**config.mk**
```make
export PLATFORM = sky130hd
export DESIGN_NAME = tspp_port
export DESIGN_NICKNAME = d
export VERILOG_FILES = /design/src/hw/tspp_pkg.sv /design/src/hw/tspp_port.sv
export VERILOG_INCLUDE_DIRS = /design/src /design/src/hw
export SDC_FILE = /design/constraint.sdc
export NUM_CORES = 1
export LEC_CHECK = 0
export BUFFER_PORTS_ARGS = -buffer_cell sky130_fd_sc_hd__buf_2
export CORE_UTILIZATION = 54
export CTS_BUF_LIST = sky130_fd_sc_hd__clkbuf_4
export DETAILED_ROUTE_END_ITERATION = 16
export GPL_TIMING_DRIVEN = 0
export PLACE_DENSITY_LB_ADDON = 0.08
export SLEW_MARGIN = 20
export SYNTH_ARGS = -nofsm -noshare
export SYNTH_HDL_FRONTEND = slang
export SYNTH_SLANG_ARGS = --single-unit
```
**constraint.sdc**
```tcl
create_clock -name clock_i -period 7 [get_ports clock_i]
set_clock_uncertainty 0.15 [all_clocks]
set_input_delay 1.4 -clock clock_i [delete_from_list [all_inputs] [get_ports clock_i]]
set_output_delay 1.4 -clock clock_i [all_outputs]
set_load 0.05 [all_outputs]
```
**src/hw/tspp_params.svh**
```systemverilog
// constants for the timed serdes pin port
`ifndef TSPP_PARAMS_SVH
`define TSPP_PARAMS_SVH
`define TSPP_CLK_MHZ 100
`define TSPP_REF_MHZ 100
`define TSPP_CNT_W 16
`define TSPP_NUM_CB 6
`define TSPP_CB_W 3
`define TSPP_CB_REF 3'h0
`define TSPP_DIV_W 8
`define TSPP_PORT_W 4
`define TSPP_XFER_W 32
`define TSPP_FIFO_DEPTH 16
`endif

```
**src/hw/tspp_pkg.sv**
```systemverilog
// types shared by the timed serdes pin port
`default_nettype none
`include "tspp_params.svh"
package tspp_pkg;
  typedef enum logic [1:0] {TX_IDLE, TX_WAIT, TX_SHIFT} tspp_tx_state_t;
  typedef enum logic [0:0] {RX_ARM, RX_SHIFT} tspp_rx_state_t;
  typedef struct packed {
    logic timed;
    logic [`TSPP_CNT_W-1:0] when;
    logic [`TSPP_XFER_W-1:0] data;
  } tspp_tx_word_t;
  typedef struct packed {
    logic [`TSPP_CNT_W-1:0] stamp;
    logic [`TSPP_XFER_W-1:0] data;
  } tspp_rx_word_t;
endpackage : tspp_pkg
`default_nettype wire

```
**src/hw/tspp_port.sv**
```systemverilog
// timed serdes pin port: clock blocks, counter, serdes, pin muxing
`timescale 1ns/1ns
`default_nettype none
`include "tspp_params.svh"

// ==========================================================
// fifo between the core and the serializer
module tspp_fifo
  import tspp_pkg::*;
#(
  parameter int WIDTH = 8,
  parameter int DEPTH = `TSPP_FIFO_DEPTH
)
(
  // clock and reset
  input wire logic clock_i,
  input wire logic rst_i,
  // filling side
  input wire logic in_valid_i,
  output logic in_ready_o,
  input wire logic [WIDTH-1:0] in_data_i,
  // draining side
  output logic out_valid_o,
  input wire logic out_ready_i,
  output logic [WIDTH-1:0] out_data_o
);
  localparam int AW = $clog2(DEPTH);
  localparam int CW = $clog2(DEPTH+1);
  logic [WIDTH-1:0] mem_r [DEPTH];
  logic [AW-1:0] wr_r, wr_nxt, rd_r, rd_nxt;
  logic [CW-1:0] cnt_r, cnt_nxt;
  logic full_r, full_nxt, empty_r, empty_nxt;
  logic push, pop;

  assign push = in_valid_i && !full_r;
  assign pop = out_ready_i && !empty_r;
  assign in_ready_o = !full_r;
  assign out_valid_o = !empty_r;
  assign out_data_o = mem_r[rd_r];

  always_comb
  begin
    wr_nxt = push ? wr_r + AW'(1) : wr_r;
    rd_nxt = pop ? rd_r + AW'(1) : rd_r;
    cnt_nxt = cnt_r + CW'(push) - CW'(pop);
    full_nxt = cnt_nxt == CW'(DEPTH);
    empty_nxt = cnt_nxt == '0;
  end

  always_ff @(posedge clock_i)
  begin
    if (rst_i)
    begin
      wr_r <= '0;
      rd_r <= '0;
      cnt_r <= '0;
      full_r <= 1'b0;
      empty_r <= 1'b1;
    end
    else
    begin
      wr_r <= wr_nxt;
      rd_r <= rd_nxt;
      cnt_r <= cnt_nxt;
      full_r <= full_nxt;
      empty_r <= empty_nxt;
    end
  end

  always_ff @(posedge clock_i)
  begin
    if (push)
      mem_r[wr_r] <= in_data_i;
  end
endmodule : tspp_fifo

// ==========================================================
// one port with its clock blocks
module tspp_port
  import tspp_pkg::*;
#(
  parameter int PORT_W = `TSPP_PORT_W,
  parameter int XFER_W = `TSPP_XFER_W,
  parameter int DEPTH = `TSPP_FIFO_DEPTH
)
(
  // clock and reset
  input wire logic clock_i,
  input wire logic rst_i,
  // port configuration
  input wire logic port_en_i,
  input wire logic dir_out_i,
  input wire logic open_coll_i,
  input wire logic link_en_i,
  input wire logic [PORT_W-1:0] narrow_claim_i,
  input wire logic strobe_en_i,
  input wire logic cond_en_i,
  input wire logic [PORT_W-1:0] cond_val_i,
  // clock block configuration
  input wire logic clk_sel_wr_i,
  input wire logic [`TSPP_CB_W-1:0] clk_sel_i,
  input wire logic [`TSPP_NUM_CB-1:0] cb_ext_i,
  input wire logic [`TSPP_NUM_CB*`TSPP_DIV_W-1:0] cb_div_i,
  // core output side
  input wire logic tx_valid_i,
  output logic tx_ready_o,
  input wire tspp_tx_word_t tx_word_i,
  output logic tx_busy_o,
  output logic [`TSPP_CNT_W-1:0] tx_stamp_o,
  // core input side
  output logic rx_valid_o,
  input wire logic rx_take_i,
  output tspp_rx_word_t rx_word_o,
  output logic event_o,
  output logic [`TSPP_CNT_W-1:0] count_o,
  // pins
  input wire logic [PORT_W-1:0] pad_i,
  output logic [PORT_W-1:0] pad_o,
  output logic [PORT_W-1:0] pad_oe_o,
  input wire logic ext_clk_i,
  input wire logic ready_in_i,
  output logic output_ready_strobe_o
);
  localparam int BEATS = XFER_W / PORT_W;
  localparam int BW = $clog2(BEATS+1);
  localparam int REF_DIV = `TSPP_CLK_MHZ / `TSPP_REF_MHZ;
  localparam int RW = $clog2(REF_DIV+1);
  localparam int NCB = `TSPP_NUM_CB;
  localparam int DW = `TSPP_DIV_W;

  // value moves only once second and third stage agree
  function automatic logic [PORT_W+1:0] settle(input logic [PORT_W+1:0] s2,
    input logic [PORT_W+1:0] s3, input logic [PORT_W+1:0] old);
    settle = (s2 & s3) | (old & (s2 | s3));
  endfunction : settle

  // ==========================================================
  // pin synchronisers
  logic [PORT_W+1:0] s1_r, s2_r, s3_r, st_r, st_nxt;
  logic [PORT_W-1:0] pins_in;
  logic ext_clk_s, ready_in_s, ext_prev_r;

  always_comb
  begin
    st_nxt = settle(s2_r, s3_r, st_r);
  end

  always_ff @(posedge clock_i)
  begin
    if (rst_i)
    begin
      s1_r <= '0;
      s2_r <= '0;
      s3_r <= '0;
      st_r <= '0;
      ext_prev_r <= 1'b0;
    end
    else
    begin
      s1_r <= {ready_in_i, ext_clk_i, pad_i};
      s2_r <= s1_r;
      s3_r <= s2_r;
      st_r <= st_nxt;
      ext_prev_r <= ext_clk_s;
    end
  end

  assign pins_in = st_r[PORT_W-1:0];
  assign ext_clk_s = st_r[PORT_W];
  assign ready_in_s = st_r[PORT_W+1];

  // ==========================================================
  // clock blocks
  logic [RW-1:0] ref_cnt_r, ref_cnt_nxt;
  logic ref_tick, ext_tick;
  logic [DW-1:0] div_r [NCB];
  logic [DW-1:0] div_nxt [NCB];
  logic [NCB-1:0] cb_tick;
  logic [`TSPP_CB_W-1:0] sel_r, sel_nxt;
  logic tick;

  assign ref_tick = ref_cnt_r == RW'(REF_DIV-1);
  assign ext_tick = ext_clk_s && !ext_prev_r;

  always_comb
  begin
    logic src;
    src = 1'b0;
    ref_cnt_nxt = ref_tick ? '0 : ref_cnt_r + RW'(1);
    cb_tick[0] = ref_tick;
    div_nxt[0] = '0;
    for (int k = 1; k < NCB; k++)
    begin
      src = cb_ext_i[k] ? ext_tick : ref_tick;
      cb_tick[k] = src && div_r[k] == cb_div_i[k*DW +: DW];
      div_nxt[k] = !src ? div_r[k] : cb_tick[k] ? '0 : div_r[k] + DW'(1);
    end
    // codes past the last block would select no tick at all, so they are ignored
    sel_nxt = (clk_sel_wr_i && clk_sel_i < `TSPP_CB_W'(NCB)) ? clk_sel_i : sel_r;
  end

  assign tick = cb_tick[sel_r];

  always_ff @(posedge clock_i)
  begin
    if (rst_i)
    begin
      ref_cnt_r <= '0;
      sel_r <= `TSPP_CB_REF;
      for (int k = 0; k < NCB; k++)
        div_r[k] <= '0;
    end
    else
    begin
      ref_cnt_r <= ref_cnt_nxt;
      sel_r <= sel_nxt;
      div_r <= div_nxt;
    end
  end

  // ==========================================================
  // port counter
  logic [`TSPP_CNT_W-1:0] cnt_r, cnt_nxt;

  always_comb
  begin
    cnt_nxt = tick ? cnt_r + `TSPP_CNT_W'(1) : cnt_r;
  end

  always_ff @(posedge clock_i)
  begin
    if (rst_i)
      cnt_r <= '0;
    else
      cnt_r <= cnt_nxt;
  end

  assign count_o = cnt_r;

  // ==========================================================
  // output path: fifo, serializer, pin drive
  tspp_tx_word_t fifo_word;
  logic fifo_valid, fifo_pop, fifo_ready;
  tspp_tx_state_t tx_r, tx_nxt;
  logic [XFER_W-1:0] tsh_r, tsh_nxt;
  logic [`TSPP_CNT_W-1:0] when_r, when_nxt, tstamp_r, tstamp_nxt;
  logic [BW-1:0] tbeat_r, tbeat_nxt;
  logic [PORT_W-1:0] dval_r, dval_nxt, oe_r, oe_nxt, own;
  logic ostrobe_r, ostrobe_nxt, tready_r, busy_r;
  logic out_mode;

  tspp_fifo #(.WIDTH($bits(tspp_tx_word_t)), .DEPTH(DEPTH)) tspp_fifo_inst (
    .clock_i(clock_i),
    .rst_i(rst_i),
    .in_valid_i(tx_valid_i),
    .in_ready_o(fifo_ready),
    .in_data_i(tx_word_i),
    .out_valid_o(fifo_valid),
    .out_ready_i(fifo_pop),
    .out_data_o(fifo_word)
  );

  assign out_mode = port_en_i && dir_out_i;
  // link wins over everything, narrower ports over this one
  assign own = ~narrow_claim_i & {PORT_W{port_en_i && !link_en_i}};
  // serializer stalls the fifo, so a full fifo pushes back on the core
  assign fifo_pop = tx_r == TX_IDLE && out_mode;

  always_comb
  begin
    tx_nxt = tx_r;
    tsh_nxt = tsh_r;
    when_nxt = when_r;
    tstamp_nxt = tstamp_r;
    tbeat_nxt = tbeat_r;
    dval_nxt = dval_r;
    ostrobe_nxt = tick ? 1'b0 : ostrobe_r;
    case (tx_r)
      TX_IDLE:
      begin
        if (fifo_pop && fifo_valid)
        begin
          tsh_nxt = fifo_word.data;
          when_nxt = fifo_word.when;
          tbeat_nxt = '0;
          tx_nxt = fifo_word.timed ? TX_WAIT : TX_SHIFT;
        end
      end
      TX_WAIT:
      begin
        if (tick && cnt_r == when_r)
          tx_nxt = TX_SHIFT;
      end
      TX_SHIFT:
      begin
        if (tick)
        begin
          dval_nxt = tsh_r[PORT_W-1:0];
          tsh_nxt = tsh_r >> PORT_W;
          ostrobe_nxt = strobe_en_i;
          tbeat_nxt = tbeat_r + BW'(1);
          if (tbeat_r == '0)
            tstamp_nxt = cnt_r;
          // always a full word, even with pins overridden
          if (tbeat_r == BW'(BEATS-1))
            tx_nxt = TX_IDLE;
        end
      end
      default: tx_nxt = TX_IDLE;
    endcase
    // open collector only drives the zeros
    oe_nxt = own & {PORT_W{out_mode}} & (open_coll_i ? ~dval_nxt : '1);
  end

  always_ff @(posedge clock_i)
  begin
    if (rst_i)
    begin
      tx_r <= TX_IDLE;
      tsh_r <= '0;
      when_r <= '0;
      tstamp_r <= '0;
      tbeat_r <= '0;
      dval_r <= '0;
      oe_r <= '0;
      ostrobe_r <= 1'b0;
      tready_r <= 1'b0;
      busy_r <= 1'b0;
    end
    else
    begin
      tx_r <= tx_nxt;
      tsh_r <= tsh_nxt;
      when_r <= when_nxt;
      tstamp_r <= tstamp_nxt;
      tbeat_r <= tbeat_nxt;
      dval_r <= dval_nxt;
      oe_r <= oe_nxt;
      ostrobe_r <= ostrobe_nxt;
      tready_r <= fifo_ready;
      busy_r <= tx_nxt != TX_IDLE || fifo_valid;
    end
  end

  // open collector pads only ever pull low
  assign pad_o = open_coll_i ? '0 : dval_r;
  assign pad_oe_o = oe_r;
  assign output_ready_strobe_o = ostrobe_r;
  assign tx_ready_o = tready_r;
  assign tx_busy_o = busy_r;
  assign tx_stamp_o = tstamp_r;

  // ==========================================================
  // input path: conditional start, deserializer, transfer register
  tspp_rx_state_t rx_r, rx_nxt;
  logic [XFER_W-1:0] rsh_r, rsh_nxt;
  logic [BW-1:0] rbeat_r, rbeat_nxt;
  tspp_rx_word_t rword_r, rword_nxt;
  logic rvalid_r, rvalid_nxt, event_r, event_nxt, in_mode, take;

  assign in_mode = port_en_i && !dir_out_i && !link_en_i;
  // with strobes enabled, a beat is taken only when the outside has it ready; otherwise on every tick
  assign take = tick && (!strobe_en_i || ready_in_s);

  always_comb
  begin
    rx_nxt = rx_r;
    rsh_nxt = rsh_r;
    rbeat_nxt = rbeat_r;
    rword_nxt = rword_r;
    event_nxt = 1'b0;
    // a fresh word wins over a take in the same cycle
    rvalid_nxt = rvalid_r && !rx_take_i;
    case (rx_r)
      RX_ARM:
      begin
        rbeat_nxt = '0;
        if (in_mode && tick && (!cond_en_i || pins_in == cond_val_i))
          rx_nxt = RX_SHIFT;
      end
      RX_SHIFT:
      begin
        if (!in_mode)
          rx_nxt = RX_ARM;
        else if (take)
        begin
          rsh_nxt = {pins_in, rsh_r[XFER_W-1:PORT_W]};
          rbeat_nxt = rbeat_r + BW'(1);
          if (rbeat_r == BW'(BEATS-1))
          begin
            rword_nxt.data = rsh_nxt;
            rword_nxt.stamp = cnt_r;
            rvalid_nxt = 1'b1;
            event_nxt = 1'b1;
            rbeat_nxt = '0;
            rx_nxt = cond_en_i ? RX_ARM : RX_SHIFT;
          end
        end
      end
      default: rx_nxt = RX_ARM;
    endcase
  end

  always_ff @(posedge clock_i)
  begin
    if (rst_i)
    begin
      rx_r <= RX_ARM;
      rsh_r <= '0;
      rbeat_r <= '0;
      rword_r <= '0;
      rvalid_r <= 1'b0;
      event_r <= 1'b0;
    end
    else
    begin
      rx_r <= rx_nxt;
      rsh_r <= rsh_nxt;
      rbeat_r <= rbeat_nxt;
      rword_r <= rword_nxt;
      rvalid_r <= rvalid_nxt;
      event_r <= event_nxt;
    end
  end

  assign rx_word_o = rword_r;
  assign rx_valid_o = rvalid_r;
  assign event_o = event_r;
endmodule : tspp_port

`default_nettype wire

```
==> Yosys cells after proc, flatten, opt, wreduce, memory -nomap -nowiden <==
Memory sizes are Yosys's and may differ from the RTL's. A register that Yosys moved wholly into a read port is not among the register bits.
Cells that the tools add are included.
{ "op_classes": {"n_addsub": 13, "mul": 0, "div_mod_pow": 0, "order_cmp": 2, "n_eq_ne": 16, "shifts": 0, "mux": 50, "bitwise": 13, "n_reduce_logical": 43} }
{ "ops": {"columns": ["cell", "n"], "rows": [
  ["$mux W32", 2],
  ["$pmux W32 S2", 1],
  ["$mux W4", 11],
  ["$add A8 B1 Y8 const B", 5],
  ["$eq A8 B8 Y1", 5],
  ["$mux W8", 5],
  ["$mux W1", 21],
  ["$logic_and A1 B1 Y1", 19],
  ["$add A16 B1 Y16 const B", 1],
  ["$add A4 B1 Y4 const B", 4],
  ["$eq A16 B16 Y1", 1],
  ["$pmux W4 S2", 2],
  ["$and A4 B4 Y4", 3],
  ["$and A6 B6 Y6", 2],
  ["$or A6 B6 Y6", 2],
  ["$mux W2", 5],
  ["$reduce_and A3 Y1", 3],
  ["$eq A4 B3 Y1 const B", 2],
  ["$logic_not A1 Y1", 8],
  ["$not A4 Y4", 2],
  ["$ne A2 B1 Y1 const B", 3],
  ["$pmux W2 S3", 1],
  ["$add A5 B1 Y5", 1],
  ["$eq A5 B5 Y1 const B", 1],
  ["other kinds (20)", 27]
]} }
{ "word_totals": {"regBits": 268, "latch_bits": 0, "ram_bits": 784, "romBits": 0, "input_bits": 131, "output_inout_bits": 93, "word_cells": 173, "mem_count": 1} }
{ "mem_list": {"columns": ["name", "words", "word_bits", "rd", "rd_ports_with_merged_regs", "write_ports", "line_no", "text"], "rows": [
  ["tspp_fifo_inst.mem_r", 16, 49, 1, 1, 1, "tspp_port.sv:29", "logic [WIDTH-1:0] mem_r [DEPTH];"]
]} }

==> Logic depth before layout (Yosys ltp) <==
{ "depth": {"depth_word": 11, "mapped_depth": 18, "depth_no_buf": 15} }

==> Hierarchy <==
A second synthesis with hierarchy kept.
{ "unflattened": {"cells_unflattened": 2582, "area_unflattened_um2": 41245.8} }
{ "modules_own_cells": {"columns": ["mod", "instances", "cells_per_inst", "area_per_inst_um2", "seq_area_each_um2"], "rows": [
  ["tspp_fifo", 1, 1311, 30191.5, 23922.9],
  ["tspp_port", 1, 1271, 11054.4, 4984.8]
]} }

==> Least setup slack after synthesis <==
OpenSTA, ideal clock, no wires.
{ "synth_path": {"kind": "input -> register", "startpoint": "input tx_valid_i", "endpoint": "memory tspp_fifo_inst.mem_r[3][0] (netlist bit) (enable)", "setup_time_ns": 0.516, "t_arrival_ns": 5.313, "required_time_ns": 6.334, "setup_slack_ns": 1.021, "stages": 4, "n_path_buf": 1, "cell_sequence": "nor2b_1 clkbuf_1 nand2_1 nor3_1"} }
{ "synth_via": {"elab_chain_cells": 3} }
{ "synth_rtl": {"columns": ["item", "line_no", "text"], "rows": [
  ["start, declared", "tspp_port.sv:105", "input wire logic tx_valid_i,"],
  ["$logic_and A1 B1 Y1", "tspp_port.sv:35", "assign push = in_valid_i && !full_r;"],
  ["net tspp_fifo_inst.push", "tspp_port.sv:33", "logic push, pop;"],
  ["$mux W1", "tspp_port.sv:72", "if (push)"],
  ["$mux W1 (implied by the code)", "tspp_port.sv:73", "mem_r[wr_r] <= in_data_i;"],
  ["end, declared", "tspp_port.sv:29", null]
]} }
The timed path passes the listed nets, and every way through them passes these cells.

==> Worst setup path in the final report <==
{ "layout_path": {"startpoint": "input dir_out_i", "endpoint": "register tspp_fifo_inst.full_r"} }
{ "layout_via": {"elab_chain_cells": 5} }
{ "layout_rtl": {"columns": ["item", "line_no", "text"], "rows": [
  ["start, declared", "tspp_port.sv:92", "input wire logic dir_out_i,"],
  ["$logic_and A1 B1 Y1", "tspp_port.sv:263", "assign out_mode = port_en_i && dir_out_i;"],
  ["$logic_and A1 B1 Y1", "tspp_port.sv:267", "assign fifo_pop = tx_r == TX_IDLE && out_mode;"],
  ["$logic_and A1 B1 Y1", "tspp_port.sv:36", "assign pop = out_ready_i && !empty_r;"],
  ["net tspp_fifo_inst.pop", "tspp_port.sv:33", null],
  ["$sub A5 B1 Y5", "tspp_port.sv:45", "cnt_nxt = cnt_r + CW'(push) - CW'(pop);"],
  ["$eq A5 B5 Y1", "tspp_port.sv:46", "full_nxt = cnt_nxt == CW'(DEPTH);"],
  ["end signal, assigned", "tspp_port.sv:65", "full_r <= full_nxt;"],
  ["end, declared", "tspp_port.sv:32", "logic full_r, full_nxt, empty_r, empty_nxt;"]
]} }
The timed path passes the listed nets, and every way through them passes these cells.
A chain may end at the register's enable or synchronous reset.

==> results.txt <==
----------------------------------------------------
[Final layout]
  Final-stage net count ... 3124
  Area growth syn-to-layout ... 17.1%
  Final cell area excluding filler cells ... 0.0478 mm²
  Fillers ... 5505
  FF/Latch Area ... 0.0289 mm²
  Layout cells sized above 1 ... 33.6%
  Multi-input combinational cell area ... 0.0113 mm²

[Clocking]
  Buffer depth of the longest clock path ... 4
  Clock tree sinks ... 1052
  Latest clock arrival within the worst-skew pair ... 1.12 ns
  Clock tree root driver cell ... clkbuf_4
  CTS tree ... yes
  Number of gates given a new drive strength after cts ... 0
  CTS Hold Buffers Added ... 0
  H-Tree Level Count ... 5
  Setup bufs post-CTS ... 0
  Reg clk slew, reported paths ... 0.06 ns
  Number of buffers created by CTS ... 288

[Critical path]
  Critical Path AT ... 5.24 ns
  Largest fanout on the critical path ... 10
  Required @ worst endpoint ... 7.84 ns
  Setup Crit Path Kind ... input port to flop
  Category of the worst setup path launch point ... input port
  Kind of end point of the critical path ... flop

[Timing]
  Final hold vios ... 0
  Peak clock frequency supported by timing ... 0.227 GHz
  Tmin final ... 4.40 ns
  Number of pins with negative max-slew slack in the final report ... 0
  Minimum setup slack in the final design ... 2.60 ns
  Unrepaired setup endpoints after global routing ... false
  Final cycle utilization of the critical path ... 62.8%
  Slew of the pin with the lowest slew margin ... 1.10 ns
  Worst hold margin ... 0.255 ns
  Endpoints failing setup ... 0
  Tightest slew margin relative to the limit ... 26.5%

[Yosys]
  Top cells by area, synth ... edfxtp_1, mux4_2, dfxtp_1, nand2_1, a21oi_1
  Total of flip-flops plus latches after synthesis ... 1052
  Netlist cell types ... 63
  Fraction of the yosys area taken by sequential cells ... 70.9%
  Cell types with the highest counts after synthesis ... edfxtp_1, dfxtp_1, mux4_2
  Net count of the mapped netlist ... 2549
  Number of synthesized flops with an enable pin ... 784
  Average cell area after synthesis ... 17.0 µm²
  Mapped Cells ... 2398
  Share of the synthesized area in the top cell type ... 57.7%
  Dominant cell type by area after synthesis ... edfxtp_1
  Synth async-reset ratio ... 0%
  Most frequent cell after synthesis ... edfxtp_1
  Yosys warns ... 0
  Most instantiated flip-flop cell in the synthesis netlist ... edfxtp_1
  Mapped Area ... 0.0408 mm²

[Floorplanning]
  Chip Width ... 277 µm
  Placement Rows ... 100
  Starting Density ... 54.7%
  Top-Level Pins ... 224
  Die Area ... 0.0767 mm²
  Core area ... 0.0746 mm²
  Height of the chip ... 277 µm

[Drt]
  DR pass1 iterations ... 6
  Sum of routed wire length over all layers ... 101000 µm
  Number of vias per cell after detailed routing ... 5.83
  DRC viols ... 0
  1st-iter DRT viols ... 2129
  Via total after detailed routing ... 24100
  Post-DRT Antenna Nets ... 0
  Routed wire per std cell ... 24.4 µm

[Min path]
  Worst hold path class ... flop to flop

[Placement]
  Input/output buffers ... 213
  Global placement routability congestion ... 0.838
  Final HPWL DP ... 66900 µm
  Post-placement cell area ... 0.0443 mm²
  Post-place setup slack ... 1.57 ns

[Global routing]
  GR Util All Layers ... 26.6%
  Initial antenna violation count ... 10
  Via count of the first global-routing pass ... 24800
  Global route total overflow ... 0
  First-pass GRT wire length ... 150000 µm
  Pin count of the biggest net entering global routing ... 19

[Flow run]
  Max Cap Violations ... 0

[Pwr]
  Overall power of the completed layout ... 0.0139 W
  Total leakage power ... 16.6 nW
  Pwr dens ... 291 mW/mm²
  Worst IR Drop VDD ... 0.000118 V

[Run status]
  Run status ... finished clean

----------------------------------------------------
[critical path, cell delays in order]
cell      delay, ns
buf_2          0.10
nand2_1        0.10
or4_1          0.42
clkbuf_1       0.24
inv_1          0.19
clkbuf_1       0.48
buf_1          0.55
ha_1           0.35
inv_1          0.05
ha_1           0.16
inv_1          0.06
fa_1           0.43
xnor2_1        0.16
nor4b_1        0.34
nor2b_1        0.19
[final timing paths]
path,from,endpoint,slack (ns),cells after the start
worst min-delay path,tspp_fifo_inst.full_r,tx_ready_o,0.25,1
worst min register to register,tspp_fifo_inst.full_r,tx_ready_o,0.25,1
worst max-delay path,dir_out_i,tspp_fifo_inst.full_r,2.60,15
worst max register to register,tx_r[0],tspp_fifo_inst.full_r,2.68,13
[through the flow]
stage | cells | setup TNS [ns] | utilization, %
global route | 4128 | 0 | 64.1
detailed placement | 3652 | 0 | 59.4
floorplan | 2398 | 0 | -
finish | 4131 | 0 | 64.1
global placement | 3580 | -1197.57 | 57.8
CTS | 4124 | 0 | 64.0
[where the power goes]
| group | switching [W] | internal (W) |
|---|---|---|
| combinational | 0.000891 | 0.000725 |
| sequential | 0.0000965 | 0.00694 |
| clock | 0.00241 | 0.00282 |
| total | 0.00339 | 0.0105 |
[final cells by class]
cell class / count / share of cell area (%)
Antenna cell: 7 / 0.0367
Buffer: 142 / 1.28
Clock buffer: 424 / 6.66
Clock inverter: 48 / 0.521
Inverter: 19 / 0.149
Multi-Input combinational cell: 1185 / 23.7
Sequential cell: 1052 / 60.5
Tap cell: 969 / 2.54
Timing Repair Buffer: 285 / 4.60
[logic make-up (layout without fill, tap and decap cells)]
logic type | Yosys count | in the layout | synth area share (%)
flops | 1052 | 1052 | 70.9
fa+ha+maj | 20 | 20 | 0.632
xor+xnor | 99 | 99 | 2.13
buf+inv | 161 | 918 | 1.66
other cells | 1 | 8 | 0.00919
mux | 295 | 295 | 14.8
compound gates | 256 | 256 | 4.07
simple gates | 514 | 514 | 5.88
[metal layers]
| metal | share of wire (%) | global-route usage (%) | routed length (µm) | vias to the layer above |
|---|---|---|---|---|
| met4 | 2.2 | 8.79 | 2170 | 10 |
| met3 | 8.1 | 6.71 | 8110 | 162 |
| met1 | 41 | 35.7 | 41000 | 12200 |
| li1 | - | - | - | 10700 |
| met2 | 49 | 42.8 | 49200 | 1052 |
| met5 | 0.067 | 0 | 67 | - |
[sequential cells by signal, indices dropped and copies added (netlist names), 4 cells and up, named ones only]
name / cells
count_o: 16
div_r: 40
dval_r: 4
pad_oe_o: 4
rbeat_r: 4
rsh_r: 28
rx_word_o: 48
s1_r: 6
s2_r: 6
s3_r: 6
st_r: 6
tbeat_r: 4
tsh_r: 32
tspp_fifo_inst.cnt_r: 5
tspp_fifo_inst.mem_r: 784
tspp_fifo_inst.rd_r: 4
tspp_fifo_inst.wr_r: 4
tx_stamp_o: 16
when_r: 16
[placed cells by master (no fill, tap or decap), types with 7 or more instances in the layout]
master	netlist	final
buf_4	4	36
clkinv_1	1	33
o21ai_0	42	42
nor2b_1	34	34
a2bb2oi_1	7	7
nor2_1	102	90
nand4_1	29	29
diode_2	0	7
edfxtp_1	784	784
inv_2	0	7
or2_2	10	10
a21oi_1	127	127
xor2_1	38	38
nand3_1	19	19
mux2i_1	44	44
inv_1	18	18
clkbuf_1	93	91
xnor2_1	61	61
nand2b_1	9	9
or4_1	11	11
nor2_4	0	12
buf_12	0	19
or3_1	8	8
o31ai_1	9	9
nand2_1	243	243
buf_16	0	17
dfxtp_1	268	268
o311a_1	28	28
and4_1	7	7
and3_1	8	8
ha_1	19	19
mux4_2	245	245
clkbuf_4	0	424
buf_2	35	248
nor3_1	11	7
buf_1	8	7
Note: power is estimated with default switching activity, not from simulation.
